`config.mk`:
```
export PLATFORM = sky130hd
export DESIGN_NAME = i2cm_master
export DESIGN_NICKNAME = d
export VERILOG_FILES = /design/src/i2cm_pkg.sv /design/src/i2cm_master.sv
export SDC_FILE = /design/constraint.sdc
export NUM_CORES = 1
export LEC_CHECK = 0
export BUFFER_PORTS_ARGS = -buffer_cell sky130_fd_sc_hd__buf_2
export CELL_PAD_IN_SITES_DETAIL_PLACEMENT = 0
export CELL_PAD_IN_SITES_GLOBAL_PLACEMENT = 2
export CORE_MARGIN = 2
export CORE_UTILIZATION = 35
export DETAILED_ROUTE_END_ITERATION = 7
export PLACE_DENSITY_LB_ADDON = 0.08
export SLEW_MARGIN = 40
export SYNTH_ARGS = -nofsm -noshare
export SYNTH_HDL_FRONTEND = slang
export SYNTH_SLANG_ARGS = --single-unit
```
`constraint.sdc`:
```
create_clock -name sys_clk -period 2.9 [get_ports sys_clk]
set_input_delay 0.29 -clock sys_clk [delete_from_list [all_inputs] [get_ports sys_clk]]
set_output_delay 0.29 -clock sys_clk [all_outputs]
set_load 0.005 [all_outputs]
```
`src/i2cm_pkg.sv`:
```
package i2cm_pkg;
   // register byte addresses
   localparam logic [4:0] OFS_CONTROL = 5'h00;
   localparam logic [4:0] OFS_STATUS = 5'h04;
   localparam logic [4:0] OFS_BAUD = 5'h08;
   localparam logic [4:0] OFS_BUFFER = 5'h0C;
   localparam logic [4:0] OFS_IRQ_STAT = 5'h10;
   localparam logic [4:0] OFS_IRQ_MASK = 5'h14;
   // port_control_one field positions
   localparam int CTL_ENABLE = 0;
   localparam int CTL_MODE_LSB = 1;
   localparam int CTL_BEGIN = 5;
   localparam int CTL_HALT = 6;
   localparam int CTL_RESTART = 7;
   localparam int CTL_RECV = 8;
   localparam int CTL_ACK_DATA = 9;
   localparam int CTL_ACK_REQ = 10;
   localparam int CTL_FW_SCL = 11;
   localparam int CTL_FW_SDA = 12;
   // port_mode_select encodings
   localparam logic [3:0] MODE_MASTER = 4'h8;
   localparam logic [3:0] MODE_FW_MASTER = 4'hB;
   // interrupt status bits
   localparam int IRQ_PORT = 0;
   localparam int IRQ_WRITE_COLLISION_FLAG = 1;
   // reset values and counts
   localparam logic [7:0] BAUD_RESET = 8'h31;
   localparam logic [3:0] BITS_TX = 4'h9;
   localparam logic [3:0] BITS_RX = 4'h8;
   localparam logic [3:0] BITS_ACK = 4'h1;
   localparam logic [1:0] RESP_OKAY = 2'h0;
   localparam logic [1:0] RESP_SLVERR = 2'h2;

   typedef enum logic [3:0] {
      ST_IDLE = 4'h0, ST_START_A = 4'h1, ST_START_B = 4'h2, ST_RSTART_A = 4'h3,
      ST_RSTART_B = 4'h4, ST_STOP_A = 4'h5, ST_STOP_B = 4'h6, ST_STOP_C = 4'h7,
      ST_BIT_LO = 4'h8, ST_BIT_HI = 4'h9, ST_HOLD = 4'hA
   } i2cm_state_type;

   typedef enum logic [1:0] {
      KIND_TX = 2'h0, KIND_RX = 2'h1, KIND_ACK = 2'h2
   } i2cm_kind_type;

   typedef struct packed {
      logic en;
      logic [3:0] mode;
      logic begin_req;
      logic halt_req;
      logic rstart_req;
      logic recv_req;
      logic ack_data;
      logic ack_req;
      logic fw_scl;
      logic fw_sda;
   } i2cm_ctrl_type;

   typedef struct packed {
      i2cm_ctrl_type ctl;
      logic [7:0] baud;
      logic [7:0] cnt;
      logic [7:0] shift;
      logic [7:0] rxbuf;
      logic [3:0] bitcnt;
      i2cm_kind_type kind;
      i2cm_state_type st;
      logic start_seen;
      logic stop_seen;
      logic scl_low_seen;
      logic ack_stat;
      logic scl_p;
      logic sda_p;
      logic [1:0] ist;
      logic [1:0] imask;
      logic irq;
      logic scl_oe;
      logic sda_oe;
      logic awready;
      logic wready;
      logic bvalid;
      logic [1:0] bresp;
      logic arready;
      logic rvalid;
      logic [31:0] rdata;
      logic [1:0] rresp;
   } i2cm_state_all_type;
endpackage

```
`src/i2cm_master.sv`:
```
// Behaviour
// - master engine runs only with master mode selected and enable set
// - pins are pulled low only by enabling the driver, else released
// - start-seen and stop-seen clear on reset and while disabled
// - bus is claimed only when stop was seen or bus is idle
// - firmware master mode: only start/stop detection, software moves pins
// - port flag set on start, stop, byte, acknowledge, repeated start
// - buffer write while busy is dropped and sets write collision
// - own start/stop generation suspends start/stop detection
// - end of start/stop generation clears request bit and sets port flag
// - master produces every clock pulse, start and stop
// - transfer ends with stop or repeated start keeping the bus
// - write: first byte is 7-bit address with direction zero
// - read: first byte is 7-bit address with direction one
// - transmit eight bits msb first then sample slave acknowledge
// - receive eight bits then drive acknowledge to slave
// - clock rate comes from programmable baud reload
// - start is data falling, stop data rising, with clock high
// - stop valid only after clock low once; start and restart need no clock low
`timescale 1ns/10ps
module i2cm_master
   import i2cm_pkg::*;
(
   input wire logic sys_clk,
   input wire logic rst_n,
   input wire logic [4:0] awaddr,
   input wire logic awvalid,
   output logic awready,
   input wire logic [31:0] wdata,
   input wire logic [3:0] wstrb,
   input wire logic wvalid,
   output logic wready,
   output logic [1:0] bresp,
   output logic bvalid,
   input wire logic bready,
   input wire logic [4:0] araddr,
   input wire logic arvalid,
   output logic arready,
   output logic [31:0] rdata,
   output logic [1:0] rresp,
   output logic rvalid,
   input wire logic rready,
   input wire logic scl_i,
   output logic scl_o,
   output logic scl_oe,
   input wire logic sda_i,
   output logic sda_o,
   output logic sda_oe,
   output logic irq
);
   i2cm_state_all_type s_q;
   i2cm_state_all_type s_d;
   logic wr_go;
   logic rd_go;
   logic hw_mode;
   logic fw_mode;
   logic gen_busy;
   logic det_start;
   logic det_stop;
   logic tick;

   // bus handshakes: address and data are taken together
   assign wr_go = s_q.awready && awvalid && wvalid;
   assign rd_go = s_q.arready && arvalid;
   assign hw_mode = s_q.ctl.en && (s_q.ctl.mode == MODE_MASTER);
   assign fw_mode = s_q.ctl.en && (s_q.ctl.mode == MODE_FW_MASTER);
   // own start/stop sequences blind the detector, else it flags itself
   assign gen_busy = (s_q.st == ST_START_A) || (s_q.st == ST_START_B) || (s_q.st == ST_STOP_A)
      || (s_q.st == ST_STOP_B) || (s_q.st == ST_STOP_C);
   assign det_start = !gen_busy && scl_i && s_q.scl_p && s_q.sda_p && !sda_i;
   assign det_stop = !gen_busy && scl_i && s_q.scl_p && !s_q.sda_p && sda_i && s_q.scl_low_seen;
   // baud phase ends; high phases wait out slave stretching
   assign tick = (s_q.cnt == 8'h00) && ((s_q.st != ST_BIT_HI && s_q.st != ST_RSTART_B
      && s_q.st != ST_STOP_B) || scl_i);

   always_comb
   begin
      s_d = s_q;
      s_d.scl_p = scl_i;
      s_d.sda_p = sda_i;
      // baud rate counter reloads on every phase change
      if (s_q.cnt != 8'h00)
      begin
         if (s_q.st != ST_BIT_HI || scl_i)
         begin
            s_d.cnt = s_q.cnt - 8'h01;
         end
      end
      // register write side
      s_d.awready = 1'b0;
      s_d.wready = 1'b0;
      if (s_q.bvalid && bready)
      begin
         s_d.bvalid = 1'b0;
      end
      if (!s_q.awready && !s_q.bvalid && awvalid && wvalid)
      begin
         s_d.awready = 1'b1;
         s_d.wready = 1'b1;
      end
      if (wr_go)
      begin
         s_d.bvalid = 1'b1;
         s_d.bresp = RESP_OKAY;
         unique case (awaddr)
            OFS_CONTROL:
            begin
               if (wstrb[0])
               begin
                  s_d.ctl.en = wdata[CTL_ENABLE];
                  s_d.ctl.mode = wdata[CTL_MODE_LSB +: 4];
                  s_d.ctl.begin_req = wdata[CTL_BEGIN];
                  s_d.ctl.halt_req = wdata[CTL_HALT];
                  s_d.ctl.rstart_req = wdata[CTL_RESTART];
               end
               if (wstrb[1])
               begin
                  s_d.ctl.recv_req = wdata[CTL_RECV];
                  s_d.ctl.ack_data = wdata[CTL_ACK_DATA];
                  s_d.ctl.ack_req = wdata[CTL_ACK_REQ];
                  s_d.ctl.fw_scl = wdata[CTL_FW_SCL];
                  s_d.ctl.fw_sda = wdata[CTL_FW_SDA];
               end
            end
            OFS_BAUD:
            begin
               if (wstrb[0])
               begin
                  s_d.baud = wdata[7:0];
               end
            end
            OFS_BUFFER:
            begin
               // no queuing: only an idle held bus accepts a byte
               if (hw_mode && s_q.st == ST_HOLD && !s_q.ctl.begin_req && !s_q.ctl.halt_req
                  && !s_q.ctl.rstart_req && !s_q.ctl.recv_req && !s_q.ctl.ack_req)
               begin
                  s_d.shift = wdata[7:0]; // address and direction bit come from software
                  s_d.kind = KIND_TX;
                  s_d.bitcnt = BITS_TX;
                  s_d.st = ST_BIT_LO;
                  s_d.cnt = s_q.baud;
               end
               else
               begin
                  s_d.ist[IRQ_WRITE_COLLISION_FLAG] = 1'b1;
               end
            end
            OFS_IRQ_STAT:
            begin
               if (wstrb[0])
               begin
                  s_d.ist = s_d.ist & ~wdata[1:0];
               end
            end
            OFS_IRQ_MASK:
            begin
               if (wstrb[0])
               begin
                  s_d.imask = wdata[1:0];
               end
            end
            OFS_STATUS:
            begin
               s_d.bvalid = 1'b1;
            end
            default:
            begin
               s_d.bresp = RESP_SLVERR;
            end
         endcase
      end
      // register read side
      s_d.arready = 1'b0;
      if (s_q.rvalid && rready)
      begin
         s_d.rvalid = 1'b0;
      end
      if (!s_q.arready && !s_q.rvalid && arvalid)
      begin
         s_d.arready = 1'b1;
      end
      if (rd_go)
      begin
         s_d.rvalid = 1'b1;
         s_d.rresp = RESP_OKAY;
         s_d.rdata = 32'h0000_0000;
         unique case (araddr)
            OFS_CONTROL: s_d.rdata[12:0] = {s_q.ctl.fw_sda, s_q.ctl.fw_scl, s_q.ctl.ack_req,
               s_q.ctl.ack_data, s_q.ctl.recv_req, s_q.ctl.rstart_req, s_q.ctl.halt_req,
               s_q.ctl.begin_req, s_q.ctl.mode, s_q.ctl.en};
            OFS_STATUS: s_d.rdata[3:0] = {(s_q.st != ST_IDLE), s_q.ack_stat, s_q.stop_seen, s_q.start_seen};
            OFS_BAUD: s_d.rdata[7:0] = s_q.baud;
            OFS_BUFFER: s_d.rdata[7:0] = s_q.rxbuf;
            OFS_IRQ_STAT: s_d.rdata[1:0] = s_q.ist;
            OFS_IRQ_MASK: s_d.rdata[1:0] = s_q.imask;
            default: s_d.rresp = RESP_SLVERR;
         endcase
      end
      // start/stop detection stays alive in firmware mode too
      if (!scl_i)
      begin
         s_d.scl_low_seen = 1'b1;
      end
      if ((hw_mode || fw_mode) && det_start)
      begin
         s_d.start_seen = 1'b1;
         s_d.stop_seen = 1'b0;
         s_d.scl_low_seen = 1'b0;
         s_d.ist[IRQ_PORT] = 1'b1;
      end
      if ((hw_mode || fw_mode) && det_stop)
      begin
         s_d.stop_seen = 1'b1;
         s_d.start_seen = 1'b0;
         s_d.ist[IRQ_PORT] = 1'b1;
      end
      // engine; every phase lasts baud+1 cycles
      if (tick && hw_mode)
      begin
         s_d.cnt = s_q.baud;
         unique case (s_q.st)
            ST_IDLE:
            begin
               if (s_q.ctl.begin_req && (s_q.stop_seen || !s_q.start_seen))
               begin
                  s_d.st = ST_START_A;
               end
            end
            ST_START_A: s_d.st = ST_START_B;
            ST_START_B:
            begin
               s_d.st = ST_HOLD;
               s_d.ctl.begin_req = 1'b0;
               s_d.ctl.rstart_req = 1'b0;
               s_d.start_seen = 1'b1;
               s_d.stop_seen = 1'b0;
               s_d.scl_low_seen = 1'b0;
               s_d.ist[IRQ_PORT] = 1'b1;
            end
            ST_HOLD:
            begin
               // master keeps the clock low between bytes
               if (s_q.ctl.rstart_req)
               begin
                  s_d.st = ST_RSTART_A;
               end
               else if (s_q.ctl.halt_req)
               begin
                  s_d.st = ST_STOP_A;
               end
               else if (s_q.ctl.recv_req)
               begin
                  s_d.kind = KIND_RX;
                  s_d.bitcnt = BITS_RX;
                  s_d.st = ST_BIT_LO;
               end
               else if (s_q.ctl.ack_req)
               begin
                  s_d.kind = KIND_ACK;
                  s_d.bitcnt = BITS_ACK;
                  s_d.st = ST_BIT_LO;
               end
            end
            ST_RSTART_A: s_d.st = ST_RSTART_B;
            ST_RSTART_B: s_d.st = ST_START_A;
            ST_STOP_A: s_d.st = ST_STOP_B;
            ST_STOP_B: s_d.st = ST_STOP_C;
            ST_STOP_C:
            begin
               s_d.st = ST_IDLE;
               s_d.ctl.halt_req = 1'b0;
               s_d.stop_seen = 1'b1;
               s_d.start_seen = 1'b0;
               s_d.ist[IRQ_PORT] = 1'b1;
            end
            ST_BIT_LO: s_d.st = ST_BIT_HI;
            ST_BIT_HI:
            begin
               // sample at end of clock high
               if (s_q.kind == KIND_TX && s_q.bitcnt == BITS_ACK)
               begin
                  s_d.ack_stat = sda_i;
               end
               else if (s_q.kind != KIND_ACK)
               begin
                  s_d.shift = {s_q.shift[6:0], sda_i};
               end
               s_d.bitcnt = s_q.bitcnt - 4'h1;
               s_d.st = ST_BIT_LO;
               if (s_q.bitcnt == BITS_ACK)
               begin
                  s_d.st = ST_HOLD;
                  s_d.ist[IRQ_PORT] = 1'b1;
                  s_d.ctl.recv_req = 1'b0;
                  s_d.ctl.ack_req = 1'b0;
                  if (s_q.kind == KIND_RX)
                  begin
                     s_d.rxbuf = {s_q.shift[6:0], sda_i};
                  end
               end
            end
            default: s_d.st = ST_IDLE;
         endcase
      end
      // pin drivers: enable only to pull low, release otherwise
      s_d.scl_oe = 1'b0;
      s_d.sda_oe = 1'b0;
      if (fw_mode)
      begin
         s_d.scl_oe = s_d.ctl.fw_scl;
         s_d.sda_oe = s_d.ctl.fw_sda;
      end
      else if (hw_mode)
      begin
         unique case (s_d.st)
            ST_START_A: s_d.sda_oe = 1'b1;
            ST_START_B, ST_STOP_A:
            begin
               s_d.sda_oe = 1'b1;
               s_d.scl_oe = 1'b1;
            end
            ST_STOP_B: s_d.sda_oe = 1'b1;
            ST_RSTART_A, ST_HOLD: s_d.scl_oe = 1'b1;
            ST_BIT_LO, ST_BIT_HI:
            begin
               s_d.scl_oe = (s_d.st == ST_BIT_LO);
               if (s_d.kind == KIND_TX && s_d.bitcnt != BITS_ACK)
               begin
                  s_d.sda_oe = !s_d.shift[7];
               end
               else if (s_d.kind == KIND_ACK)
               begin
                  s_d.sda_oe = !s_q.ctl.ack_data;
               end
            end
            default:
            begin
               s_d.scl_oe = 1'b0;
            end
         endcase
         // data waits one cycle after the clock is pulled low, else a slave sees a false start or stop
         if (s_d.scl_oe && !s_q.scl_oe)
         begin
            s_d.sda_oe = s_q.sda_oe;
         end
      end
      // disabling the port drops the engine and the bus flags
      if (!s_d.ctl.en)
      begin
         s_d.start_seen = 1'b0;
         s_d.stop_seen = 1'b0;
         s_d.st = ST_IDLE;
      end
      s_d.irq = |(s_d.ist & s_d.imask);
   end

   always_ff @(posedge sys_clk or negedge rst_n)
   begin
      if (!rst_n)
      begin
         s_q <= '0;
         s_q.baud <= BAUD_RESET;
         s_q.scl_p <= 1'b1;
         s_q.sda_p <= 1'b1;
      end
      else
      begin
         s_q <= s_d;
      end
   end

   assign awready = s_q.awready;
   assign wready = s_q.wready;
   assign bvalid = s_q.bvalid;
   assign bresp = s_q.bresp;
   assign arready = s_q.arready;
   assign rvalid = s_q.rvalid;
   assign rdata = s_q.rdata;
   assign rresp = s_q.rresp;
   assign scl_o = 1'b0;
   assign sda_o = 1'b0;
   assign scl_oe = s_q.scl_oe;
   assign sda_oe = s_q.sda_oe;
   assign irq = s_q.irq;
endmodule

```
==> Yosys cells after proc, flatten, opt, wreduce, memory -nomap -nowiden <==
Index checks and enable logic that the tools add are counted.
{ "classes": {"mux": 80, "bitwise_logic": 3, "n_addsub": 2, "eq_ne": 39, "n_reduce_logical": 81} }
{ "op_table": {"columns": ["op", "n"], "rows": [
  ["two-way mux 8 bit", 9],
  ["two-way mux 10 bit", 5],
  ["two-way mux 16 bit", 3],
  ["case mux 4 bit (10 select lines)", 1],
  ["two-way mux 38 bit", 1],
  ["two-way mux 37 bit", 1],
  ["logical AND 1 bit", 35],
  ["two-way mux 35 bit", 1],
  ["== test 4 bit, second input constant", 8],
  ["two-way mux 1 bit", 26],
  ["== test 4 x 3 -> 1 bit, second input constant", 6],
  ["two-way mux 2 bit", 11],
  ["== test 5 x 4 -> 1 bit, second input constant", 4],
  ["== test 5 bit, second input constant", 4],
  ["two-way mux 4 bit", 5],
  ["two-way mux 6 bit", 3],
  ["== test 4 x 2 -> 1 bit, second input constant", 4],
  ["logical NOT 1 bit", 16],
  ["two-way mux 13 bit", 1],
  ["== test 4 x 1 -> 1 bit, second input constant", 3],
  ["case mux 2 bit (6 select lines)", 1],
  ["case mux 4 bit (3 select lines)", 1],
  ["AND reduction 3 bit", 4],
  ["OR reduction 6 bit", 2],
  ["other kinds (29)", 50]
]} }
{ "totals": {"register_bits": 90, "wordCells": 241, "in_bits": 55, "out_inout_bits": 46} }

==> Depth between registers and ports, before layout <==
Gate-level depths: netlist of run 1.
{ "logic_depth": {"ltp_word": 26, "depth_mapped": 12, "ltp_nobuf": 12} }

==> Worst setup path before layout of run 1 <==
Ideal clock, no wire load.
{ "synth_path": {"kind": "register to register", "startpoint": "reg s_q[80] (netlist bit)", "endpoint": "reg s_q, in the netlist sda_oe", "path_stages_with_launch": 11, "n_path_buf": 0, "path_slack_ns": 0.393, "setup_time_ns": 0.082, "required_ns": 2.818, "synth_period_minus_slack_ns": 2.507, "arrival_time_ns": 2.425, "cell_sequence": "dfrtp_1 > inv_1 > ha_1 > nor3b_2 > and3_4 > nand2_4 > or4_4 > and3_4 > and3_4 > o311a_1 > a31oi_1"} }
{ "synth_between": {"elab_chain_cells": 11, "word_cells_on_any_way": 31, "cone_classes": "11 x eq/ne; 10 x mux; 10 x reduce/logical"} }
{ "synth_rtl": {"columns": ["item", "line", "text"], "rows": [
  ["start, declared", "i2cm_master.sv:51", "i2cm_state_all_type s_q;"],
  ["logical NOT 8 bit (*)", "i2cm_master.sv:73", "assign tick = (s_q.cnt == 8'h00) && ((s_q.st != ST_BIT_HI && s_q.st != ST_RSTART_B"],
  ["logical AND 1 bit (*)", "i2cm_master.sv:73", null],
  ["logical AND 1 bit (*)", "i2cm_master.sv:219", "if (tick && hw_mode)"],
  ["two-way mux 38 bit (*)", "i2cm_master.sv:219", null],
  ["== test 4 x 2 -> 1 bit (tied with other cells)", "i2cm_master.sv:316", "unique case (s_d.st)"],
  ["OR reduction 4 bit (no line) (tied with other cells)", null, null],
  ["case mux 1 bit (2 select lines) / two-way mux 1 bit (equally long branches)", "i2cm_master.sv:316, i2cm_master.sv:328", null],
  ["two-way mux 1 bit / case mux 1 bit (2 select lines) (equally long branches)", "i2cm_master.sv:314, i2cm_master.sv:316", null],
  ["two-way mux 1 bit, on equally long branches", "i2cm_master.sv:309, i2cm_master.sv:343", null],
  ["logical AND 1 bit / two-way mux 2 bit (equally long branches)", "i2cm_master.sv:343, i2cm_master.sv:314", null],
  ["!= test 3 bit (no line) / two-way mux 2 bit (equally long branches)", null, null]
]} }
Mark *: on every way between the ends. The rest lies on a longest branch, timed or not. The select of a mux whose other input is x is not followed.
A chain may end at the register's enable or synchronous reset.

==> Final worst setup path of run 1 <==
Same ends and word-level chain as after synthesis.

==> results_dict.tcl, run 1 <==
set metrics [dict create \
    hold_end "s_q[48]" \
    clock_power_share_pct 39.6 \
    grt_pass1_wl_um 21330 \
    synth_area_per_cell_um2 10.13 \
    ys.flop_type "dfrtp_1" \
    synth.most_common_cell "dfrtp_1" \
    gp_congestion 0.8216 \
    wl_per_cell_um 18.44 \
    switching_share_pct 27.53 \
    h-tree-depth 3 \
    top_layer "met4" \
    cts_made_buffers 9 \
    path_max_fanout 6 \
    power_uw 2976 \
    final_cells 746 \
    syn_to_final_growth_pct 16.55 \
    rsz0062_at_grt "no" \
    clk_latency_ps 350 \
    synth_cell_types 74 \
    via_count 3799 \
    slew_headroom_pct 55.65 \
    route.met3.wl_um 604 \
    reg2reg_slack_ps 210 \
    r2r-end "sda_oe" \
    antenna_found_initial 0 \
    dr.first_iter.drc_count 240 \
    drt-met1-wl_um 6715 \
    fin_crit_sh_pct 92.82 \
    fin_nets 620 \
    status "completed" \
    grt_pass1_vias 3700 \
    p_leak_uw 0.002753 \
    hold_depth 1 \
    max_freq_mhz 371.5 \
    tns_ps 0 \
    initial_utilization_pct 35.78 \
    post-route-util_pct 41.70 \
    layout-drive-gt1-share_pct 30.92 \
    critPathArrivalTime_ps 2950 \
    hold_violations 0 \
    synth_edf_count 0 \
    worstPathRequired_ps 3160 \
    yosys_warnings 0 \
    post_drt_via_cell_ratio 5.092 \
    power.share.combinational_pct 13.9 \
    drv_slew 0 \
    clock-sinks 87 \
    finalSetupViolations 0 \
    hold_path_class "input pin to flop" \
    switching_power_uw 819.1 \
    drcViolationCount 0 \
    synthCells 490 \
    place.detailed.hpwl_um 10680 \
    crit_type "flop to flop" \
    overflow 0 \
    core_area_um2 13880 \
    power.internal_uw 2157 \
    reg2reg_from "s_q[80]" \
    routed_wl_um 13760 \
    powerDensity_nw_per_um2 514.1 \
    worstMarginPinSlew_ps 660.2 \
    crit_path_start_kind "flop" \
    min_period_ps 2692 \
    async_reset_ff_share_pct 100.0 \
    hold_path.startpoint "sda_i" \
    synth_area_um2 4966 \
    num_antenna_cells 0 \
    portBuffers 56 \
    row_count 43 \
    yosysTopAreaCell "dfrtp_1" \
    cts_root_buffer "clkbuf_16" \
    gr-usage-all-layers_pct 19.25 \
    worst_ir_drop_vdd_v 0.0002418 \
    cts_buffer_depth 2 \
    fillCellCount 1407 \
    p_seq_share_pct 46.5 \
    synth_seq_cells 87 \
    grt_max_degree 58 \
    dieArea_um2 15160 \
    yosysSeqAreaShare_pct 43.97 \
    ant_nets 0 \
    synthTopCellsByArea "dfrtp_1, mux2_2, buf_4" \
    wl_met2_um 6238 \
    die_h_um 123.1 \
    drtPass1Iterations 4 \
    place_inst 727 \
    chipWidth_um 123.1 \
    fin_hold_ws_ps 110.3 \
    io_pins 101 \
    finClkSkew_ps 5.115 \
    path_clk_slew_ps 70 \
    r2r_cells 11 \
    cts_tree "yes" \
    endpoint_kind "flop" \
    cap_violations 0 \
    ys_top_cells_by_count "dfrtp_1, nor2_1, buf_4, nand2_1, mux2_2" \
    synth_top_area_share_pct 41.32 \
]
## how the worst max path moves through the flow
stage | cells after the start | slack (ps) | start | end
after CTS | 8 | 130 | s_q[57] | sda_oe
after detailed placement | 10 | 170 | awaddr[1] | sda_oe
final | 11 | 210 | s_q[80] | sda_oe
after global routing | 10 | 0.7 | s_q[54] | sda_oe
after floorplan | 10 | 390 | s_q[80] | sda_oe
after global placement | 9 | 30 | awaddr[1] | sda_oe
## critical path, stage by stage, from the launching register on
cell     delay [ps]
dfrtp_1         400
inv_1            90
ha_2            180
nor3b_2         150
buf_4           160
and3_4          220
nand2_4          50
or4_4           460
and3_4          200
and3_4          190
o311a_1         330
a31oi_1         160
## routing by layer
layer | track usage, % | up-vias
met5 | 0 | -
met4 | 4.972 | 0
met3 | 4.659 | 15
met2 | 30.04 | 75
met1 | 26.86 | 1847
li1 | - | 1862
## through the flow
step / instance area (µm²) / setup WS [ps]
after floorplan: 5049 / 392.7
after global placement: 5429 / 33.02
after detailed placement: 5429 / 167.6
after CTS: 5724 / 127.3
after global routing: 5788 / 0.6888
final: 5788 / 208.3
## logic make-up (layout without fill, tap and decap cells)
logic type | after synthesis | in the layout | synth area share (%)
and+or+nand+nor | 180 | 180 | 21.01
DFF | 87 | 87 | 43.97
AOI/OAI and AO/OA | 89 | 89 | 11.69
other | 1 | 23 | 0.07551
muxes | 53 | 53 | 11.92
adders and majority gates | 4 | 4 | 1.008
xor gates and xnor gates | 8 | 8 | 1.411
buffers and inverters | 68 | 122 | 8.919
## sequential cells by signal (all words and copies together), names as in the netlist
name	count
irq	1
sda_oe	1
s_q	65
bresp	1
rresp	1
bvalid	1
rvalid	1
rdata	13
scl_oe	1
arready	1
awready	1
## power groups by stage
stage / clock network (µW) / logic [µW] / registers (µW)
after global routing: 1270 / 462 / 1400
after detailed placement: 0 / 397 / 1400
after floorplan: 0 / 285 / 1390
after global placement: 0 / 395 / 1400
final: 1180 / 413 / 1380
after CTS: 1210 / 400 / 1380
## placed cells by master (no fill, tap or decap), drive strengths merged, types with 2 or more instances in the layout
cell and instances:
mux2 29, a21boi 2, conb 23, or3 4, a22o 10, o21ai 25, and2 3, clkbuf 9
nand3 14, nor4bb 4, and3b 2, nor4 4, nor3 15, ha 4, nand3b 5, or2 3
buf 90, inv 16, mux2i 22, a31oi 4, o31ai 4, nand2b 2, xnor2 4, dfrtp 82
a211oi 3, o211ai 2, nor3b 5, nand4 8, a2111oi 3, nor2 42, xor2 4, or4 8
or3b 3, clkinv 4, and3 5, dfstp 5, nand2 40, a21oi 26, mux4 2, nor2b 7
## cell type report
cell class | instances | area, µm² | share of cell area (%)
flip-flops and latches | 87 | 2183 | 37.72
multi-input cells | 357 | 2464 | 42.56
inverters | 15 | 56.30 | 0.9728
well taps | 180 | 225.2 | 3.891
clock inverters | 7 | 70.07 | 1.211
clock buffers | 9 | 225.2 | 3.891
repair buffers | 91 | 564.3 | 9.749
## timing repair
item                                    CTS  global route
endpoints found under the setup margin    0             1
hold buffers                              0             1
resized for setup                         0             7
endpoints found under the hold margin     0            54
buffers inserted                          0             2
Power figures use the tool's default switching activity.
==> inputs of run 2 (changes only) <==
--- a/config.mk
+++ b/config.mk
@@ -11,7 +11,7 @@
 export CORE_MARGIN = 2
 export CORE_UTILIZATION = 35
 export DETAILED_ROUTE_END_ITERATION = 7
-export PLACE_DENSITY_LB_ADDON = 0.08
+export PLACE_DENSITY_LB_ADDON = 0.1
 export SLEW_MARGIN = 40
 export SYNTH_ARGS = -nofsm -noshare
 export SYNTH_HDL_FRONTEND = slang
==> results_dict.tcl, run 2 (synthesized netlist as in run 1, its figures left out) <==
set metrics [dict create \
    place.detailed.hpwl_um 10810 \
    largest_reg_flops 65 \
    row_count 43 \
    clk_latency_ps 360 \
    worstPathRequired_ps 3170 \
    critPathTopFamily "simple AND/OR/NAND/NOR gates" \
    path_clk_slew_ps 70 \
    grt_pass1_wl_um 21750 \
    slew_headroom_pct 51.38 \
    crit_path_top_delay_cell "or4_4" \
    fin_crit_sh_pct 95.81 \
    p_leak_uw 0.002727 \
    gr-usage-all-layers_pct 19.56 \
    seqCellArea_um2 2183 \
    overflow 0 \
    cts_made_buffers 9 \
    dieArea_um2 15160 \
    drv_slew 0 \
    status "completed" \
    hold_path_class "input pin to flop" \
    post-route-util_pct 41.38 \
    initial_utilization_pct 35.78 \
    critPathMostFrequentCell "and3_4" \
    path_max_fanout 6 \
    portBuffers 56 \
    crit_type "flop to flop" \
    gp_congestion 0.8940 \
    crit_buf_inv 1 \
    min_period_ps 2778 \
    cap_violations 0 \
    ant_nets 0 \
    layout-drive-gt1-share_pct 30.25 \
    wl_per_cell_um 18.68 \
    core_area_um2 13880 \
    die_h_um 123.1 \
    worstMarginPinSlew_ps 727.5 \
    power_uw 3018 \
    worst_ir_drop_vdd_v 0.0002789 \
    drcViolationCount 0 \
    via_count 3865 \
    cts_buffer_depth 2 \
    max_freq_mhz 359.9 \
    clock-sinks 87 \
    finClkSkew_ps 8.087 \
    num_antenna_cells 0 \
    h-tree-depth 3 \
    critPathArrivalTime_ps 3050 \
    top_register "s_q" \
    hold_violations 0 \
    cts_root_buffer "clkbuf_16" \
    chipWidth_um 123.1 \
    powerDensity_nw_per_um2 525.3 \
    layout_commonest_cell "dfrtp_1" \
    final_cell_mix "dfrtp_1, buf_2, nor2_1" \
    syn_to_final_growth_pct 15.67 \
    finalSetupViolations 0 \
    endpoint_kind "flop" \
    routed_wl_um 13860 \
    tns_ps 0 \
    cts_tree "yes" \
    crit_path_start_kind "flop" \
    grt_pass1_vias 3777 \
    grt_max_degree 42 \
    fin_nets 616 \
    dr.first_iter.drc_count 181 \
    drtPass1Iterations 4 \
    post_drt_via_cell_ratio 5.209 \
    fillCellCount 1388 \
    multi_input_area_um2 2459 \
    io_pins 101 \
    antenna_found_initial 0 \
    path_cells "inv_1 > ha_2 > nor3b_4 > and3_4 > nand2_4 > or4_4 > and3_4 > and3_4 > o311a_1 > a31oi_1" \
    cp_slowest_stage_delay_ps 520 \
]
## run 2: final cells by class
| cell class | count | area share, % |
|---|---|---|
| clock inverters | 7 | 1.350 |
| multi-input cells | 357 | 42.80 |
| inverters | 15 | 0.9802 |
| clock buffers | 9 | 3.921 |
| well taps | 180 | 3.921 |
| flip-flops and latches | 87 | 38.01 |
| repair buffers | 87 | 9.018 |
## run 2: path summary, 6_finish.rpt
kind                            depth (start not counted)  slack (ps)  startpoint  endpoint
worst max-delay path                                   10         120     s_q[80]    sda_oe
worst min-delay path                                    1         100       sda_i   s_q[48]
worst max register to register                         10         120     s_q[80]    sda_oe
worst min register to register                          1         440      bvalid   awready
max in group asynchronous                               3        1620       rst_n   s_q[49]
min in group asynchronous                               2         470       rst_n  rresp[1]
## run 2: where the power goes
group	switching [µW]	internal, µW
clock	533	679
sequential	97.1	1290
combinational	224	191
## run 2: what timing repair did
| item | CTS | global route |
|---|---|---|
| endpoints found under the setup margin | 0 | 3 |
| gates resized for setup | 0 | 8 |
| hold buffers | 1 | 0 |
| hold endpoints to repair | 37 | 0 |
| setup buffers | 0 | 1 |
## run 2: layer usage
layer	up-vias	global-route usage [%]	routed length, µm	part of all wire [%]
met3	15	5.351	714	5.2
met5	-	0	0	0
met4	0	4.332	154	1.1
met2	97	30.42	6367	46
li1	1851	-	-	-
met1	1902	27.28	6623	48
## run 2: through the flow
step                      cells  hold slack, ps  instance area (µm²)  setup WS, ps
after global placement      724           315.1                 5394         118.4
after global routing        742           95.43                 5744        -1.644
after floorplan             512          -5.591                 5049         392.7
final                       742           98.41                 5744         121.5
after CTS                   741           89.78                 5708         63.11
after detailed placement    724           321.2                 5395         97.86
## run 2: worst reg2reg max path: cells and delay by family (launching register included)
kind | cells | cell delay, ps
AND/OR/NAND/NOR | 6 | 1520
AO/OA/AOI/OAI | 2 | 470
flip-flops | 1 | 400
adder cells (fa/ha/maj) | 1 | 190
buffers and inverters | 1 | 90
==> inputs of run 3 (changes only) <==
--- a/config.mk
+++ b/config.mk
@@ -5,11 +5,12 @@
 export SDC_FILE = /design/constraint.sdc
 export NUM_CORES = 1
 export LEC_CHECK = 0
+export ABC_AREA = 1
 export BUFFER_PORTS_ARGS = -buffer_cell sky130_fd_sc_hd__buf_2
 export CELL_PAD_IN_SITES_DETAIL_PLACEMENT = 0
 export CELL_PAD_IN_SITES_GLOBAL_PLACEMENT = 2
 export CORE_MARGIN = 2
-export CORE_UTILIZATION = 35
+export CORE_UTILIZATION = 32
 export DETAILED_ROUTE_END_ITERATION = 7
 export PLACE_DENSITY_LB_ADDON = 0.1
 export SLEW_MARGIN = 40
==> results_dict.tcl, run 3 <==
set metrics [dict create \
    status "completed" \
    core_area_um2 15090 \
    hold_path_class "input pin to flop" \
    tns_ps 0 \
    finClkSkew_ps 9.063 \
    synth_cell_types 43 \
    ys.flop_type "dfrtp_1" \
    synth.most_common_cell "nand2_1" \
    async_reset_ff_share_pct 100.0 \
    slew_headroom_pct 61.28 \
    ant_nets 0 \
    r2r-end "sda_oe" \
    via_count 4071 \
    finalSetupViolations 0 \
    final_cells 872 \
    syn_to_final_growth_pct 13.29 \
    routed_wl_um 13300 \
    chipWidth_um 128.0 \
    worst_ir_drop_vdd_v 0.0002878 \
    layout_commonest_cell "nand2_1" \
    hold_depth 1 \
    top_layer "met4" \
    cts_made_buffers 9 \
    gr-usage-all-layers_pct 17.03 \
    row_count 45 \
    fin_crit_sh_pct 84.96 \
    crit_path_start_kind "flop" \
    worstMarginPinSlew_ps 576.0 \
    die_h_um 128.0 \
    synth_area_per_cell_um2 7.801 \
    drv_slew 0 \
    grt_pass1_wl_um 21040 \
    worstPathRequired_ps 3140 \
    path_clk_slew_ps 70 \
    synthCells 631 \
    clk_latency_ps 350 \
    synth_edf_count 0 \
    path_max_fanout 25 \
    cts_tree "yes" \
    wl_met2_um 5602 \
    rsz0062_at_grt "no" \
    final_cell_mix "nand2_1, inv_1, dfrtp_1" \
    power_uw 2956 \
    ys_top_cells_by_count "nand2_1, inv_1, dfrtp_1, nor2_1, o21ai_0" \
    num_antenna_cells 0 \
    min_period_ps 2464 \
    place.detailed.hpwl_um 10410 \
    post_drt_via_cell_ratio 4.669 \
    cts-resized-gates 0 \
    yosysSeqAreaShare_pct 44.36 \
    fin_nets 738 \
    cap_violations 0 \
    h-tree-depth 3 \
    drt-met1-wl_um 6974 \
    dr.first_iter.drc_count 253 \
    place_inst 855 \
    synth_seq_cells 87 \
    initial_utilization_pct 32.62 \
    drcViolationCount 0 \
    powerDensity_nw_per_um2 530.1 \
    drtPass1Iterations 4 \
    p_leak_uw 0.002789 \
    io_pins 101 \
    grt_pass1_vias 3869 \
    synth_area_um2 4922 \
    layout-drive-gt1-share_pct 17.11 \
    synthTopCellsByArea "dfrtp_1, nand2_1, inv_1" \
    dieArea_um2 16390 \
    cts_buffer_depth 2 \
    crit_type "flop to flop" \
    grt_max_degree 47 \
    gp_congestion 0.8882 \
    final_area_um2 5577 \
    overflow 0 \
    place_area_um2 5246 \
    route.met3.wl_um 524 \
    top_register "s_q" \
    hold_path.startpoint "sda_i" \
    max_freq_mhz 405.9 \
    r2r_cells 19 \
    portBuffers 56 \
    synth_top_area_share_pct 41.69 \
    clock-sinks 87 \
    reg2reg_slack_ps 440 \
    wl_per_cell_um 15.26 \
    yosys_warnings 0 \
    yosysTopAreaCell "dfrtp_1" \
    largest_reg_flops 65 \
    hold_violations 0 \
    critPathArrivalTime_ps 2710 \
    cts_root_buffer "clkbuf_16" \
    antenna_found_initial 0 \
    reg2reg_from "awready" \
    endpoint_kind "flop" \
    hold_end "s_q[48]" \
]
run 3: changes by cell type after synthesis, moves of 22 or more:
cell	previous run	this run
inv_1	14	83
nand2_1	39	148
nand3_1	14	37
o21ai_0	24	48
mux2i_1	22	0
mux2_2	29	3
run 3: cell families (layout without fill, tap and decap cells):
group / count (synthesis) / after routing / share of synthesized area (%)
AOI/OAI and AO/OA: 103 / 103 / 12.23
xor gates and xnor gates: 8 / 8 / 1.424
DFF: 87 / 87 / 44.36
other: 1 / 23 / 0.07619
and+or+nand+nor: 285 / 285 / 26.23
buffers and inverters: 140 / 171 / 13.98
adders and majority gates: 4 / 4 / 1.017
muxes: 3 / 3 / 0.6863
run 3: metrics by stage:
step | worst slack (ps) | utilization [%] | hold WS (ps)
2_1_floorplan | 972.6 | - | -5.591
3_3_place_gp | 427.2 | 34.77 | 322.3
3_5_place_dp | 407.8 | 34.77 | 322.4
4_1_cts | 389.0 | 36.96 | 68.09
5_1_grt | 65.86 | 36.96 | 68.05
6_report | 436.2 | 36.96 | 79.02
run 3: layout make-up:
type | count | area [µm²]
sequential | 87 | 2183
multi-input combinational | 426 | 2140
fill | 1609 | 9513
inverter | 92 | 347.8
tap | 188 | 235.2
timing repair buffer | 63 | 350.3
clock inverter | 7 | 95.09
clock buffer | 9 | 225.2
run 3: layer usage:
metal	up-vias	global-route usage, %
li1	2082	-
met1	1859	25.30
met5	-	0
met4	0	6.399
met2	118	24.79
met3	12	2.796
run 3: worst max-delay path, cell delays in order, from the launching register on:
cell and delay (ps):
dfrtp_1 380, nand2_1 100, nor2_4 150, nand2_1 80, nor2_1 280, nand3_4 350
nand2_1 150, inv_1 50, nand2_1 50, nand2_1 70, nor2_1 110, nand2_1 70
nand2_1 70, nand2_1 110, nand2_1 90, nand2_1 40, nand2_1 50, nand2_1 50
nand2_1 50, nand2_1 40
run 3: power by group:
| part | leakage (µW) | total [µW] | switching, µW | internal [µW] |
|---|---|---|---|---|
| logic | 0.00149 | 349 | 208 | 141 |
| registers | 0.00114 | 1360 | 62.7 | 1300 |
| clock network | 0.000158 | 1250 | 551 | 697 |
run 3: worst max path at each step:
stage               slack (ps)      to     start
floorplan                  970  sda_oe   s_q[80]
global placement           430  sda_oe  s_q[107]
detailed placement         410  sda_oe  s_q[107]
CTS                        390  sda_oe  s_q[107]
global route                70  sda_oe   awready
finish                     440  sda_oe   awready
run 3: repair_timing:
item | CTS | global route
hold endpoints to repair | 38 | 0
hold buffers | 1 | 0
buffers inserted | 0 | 0
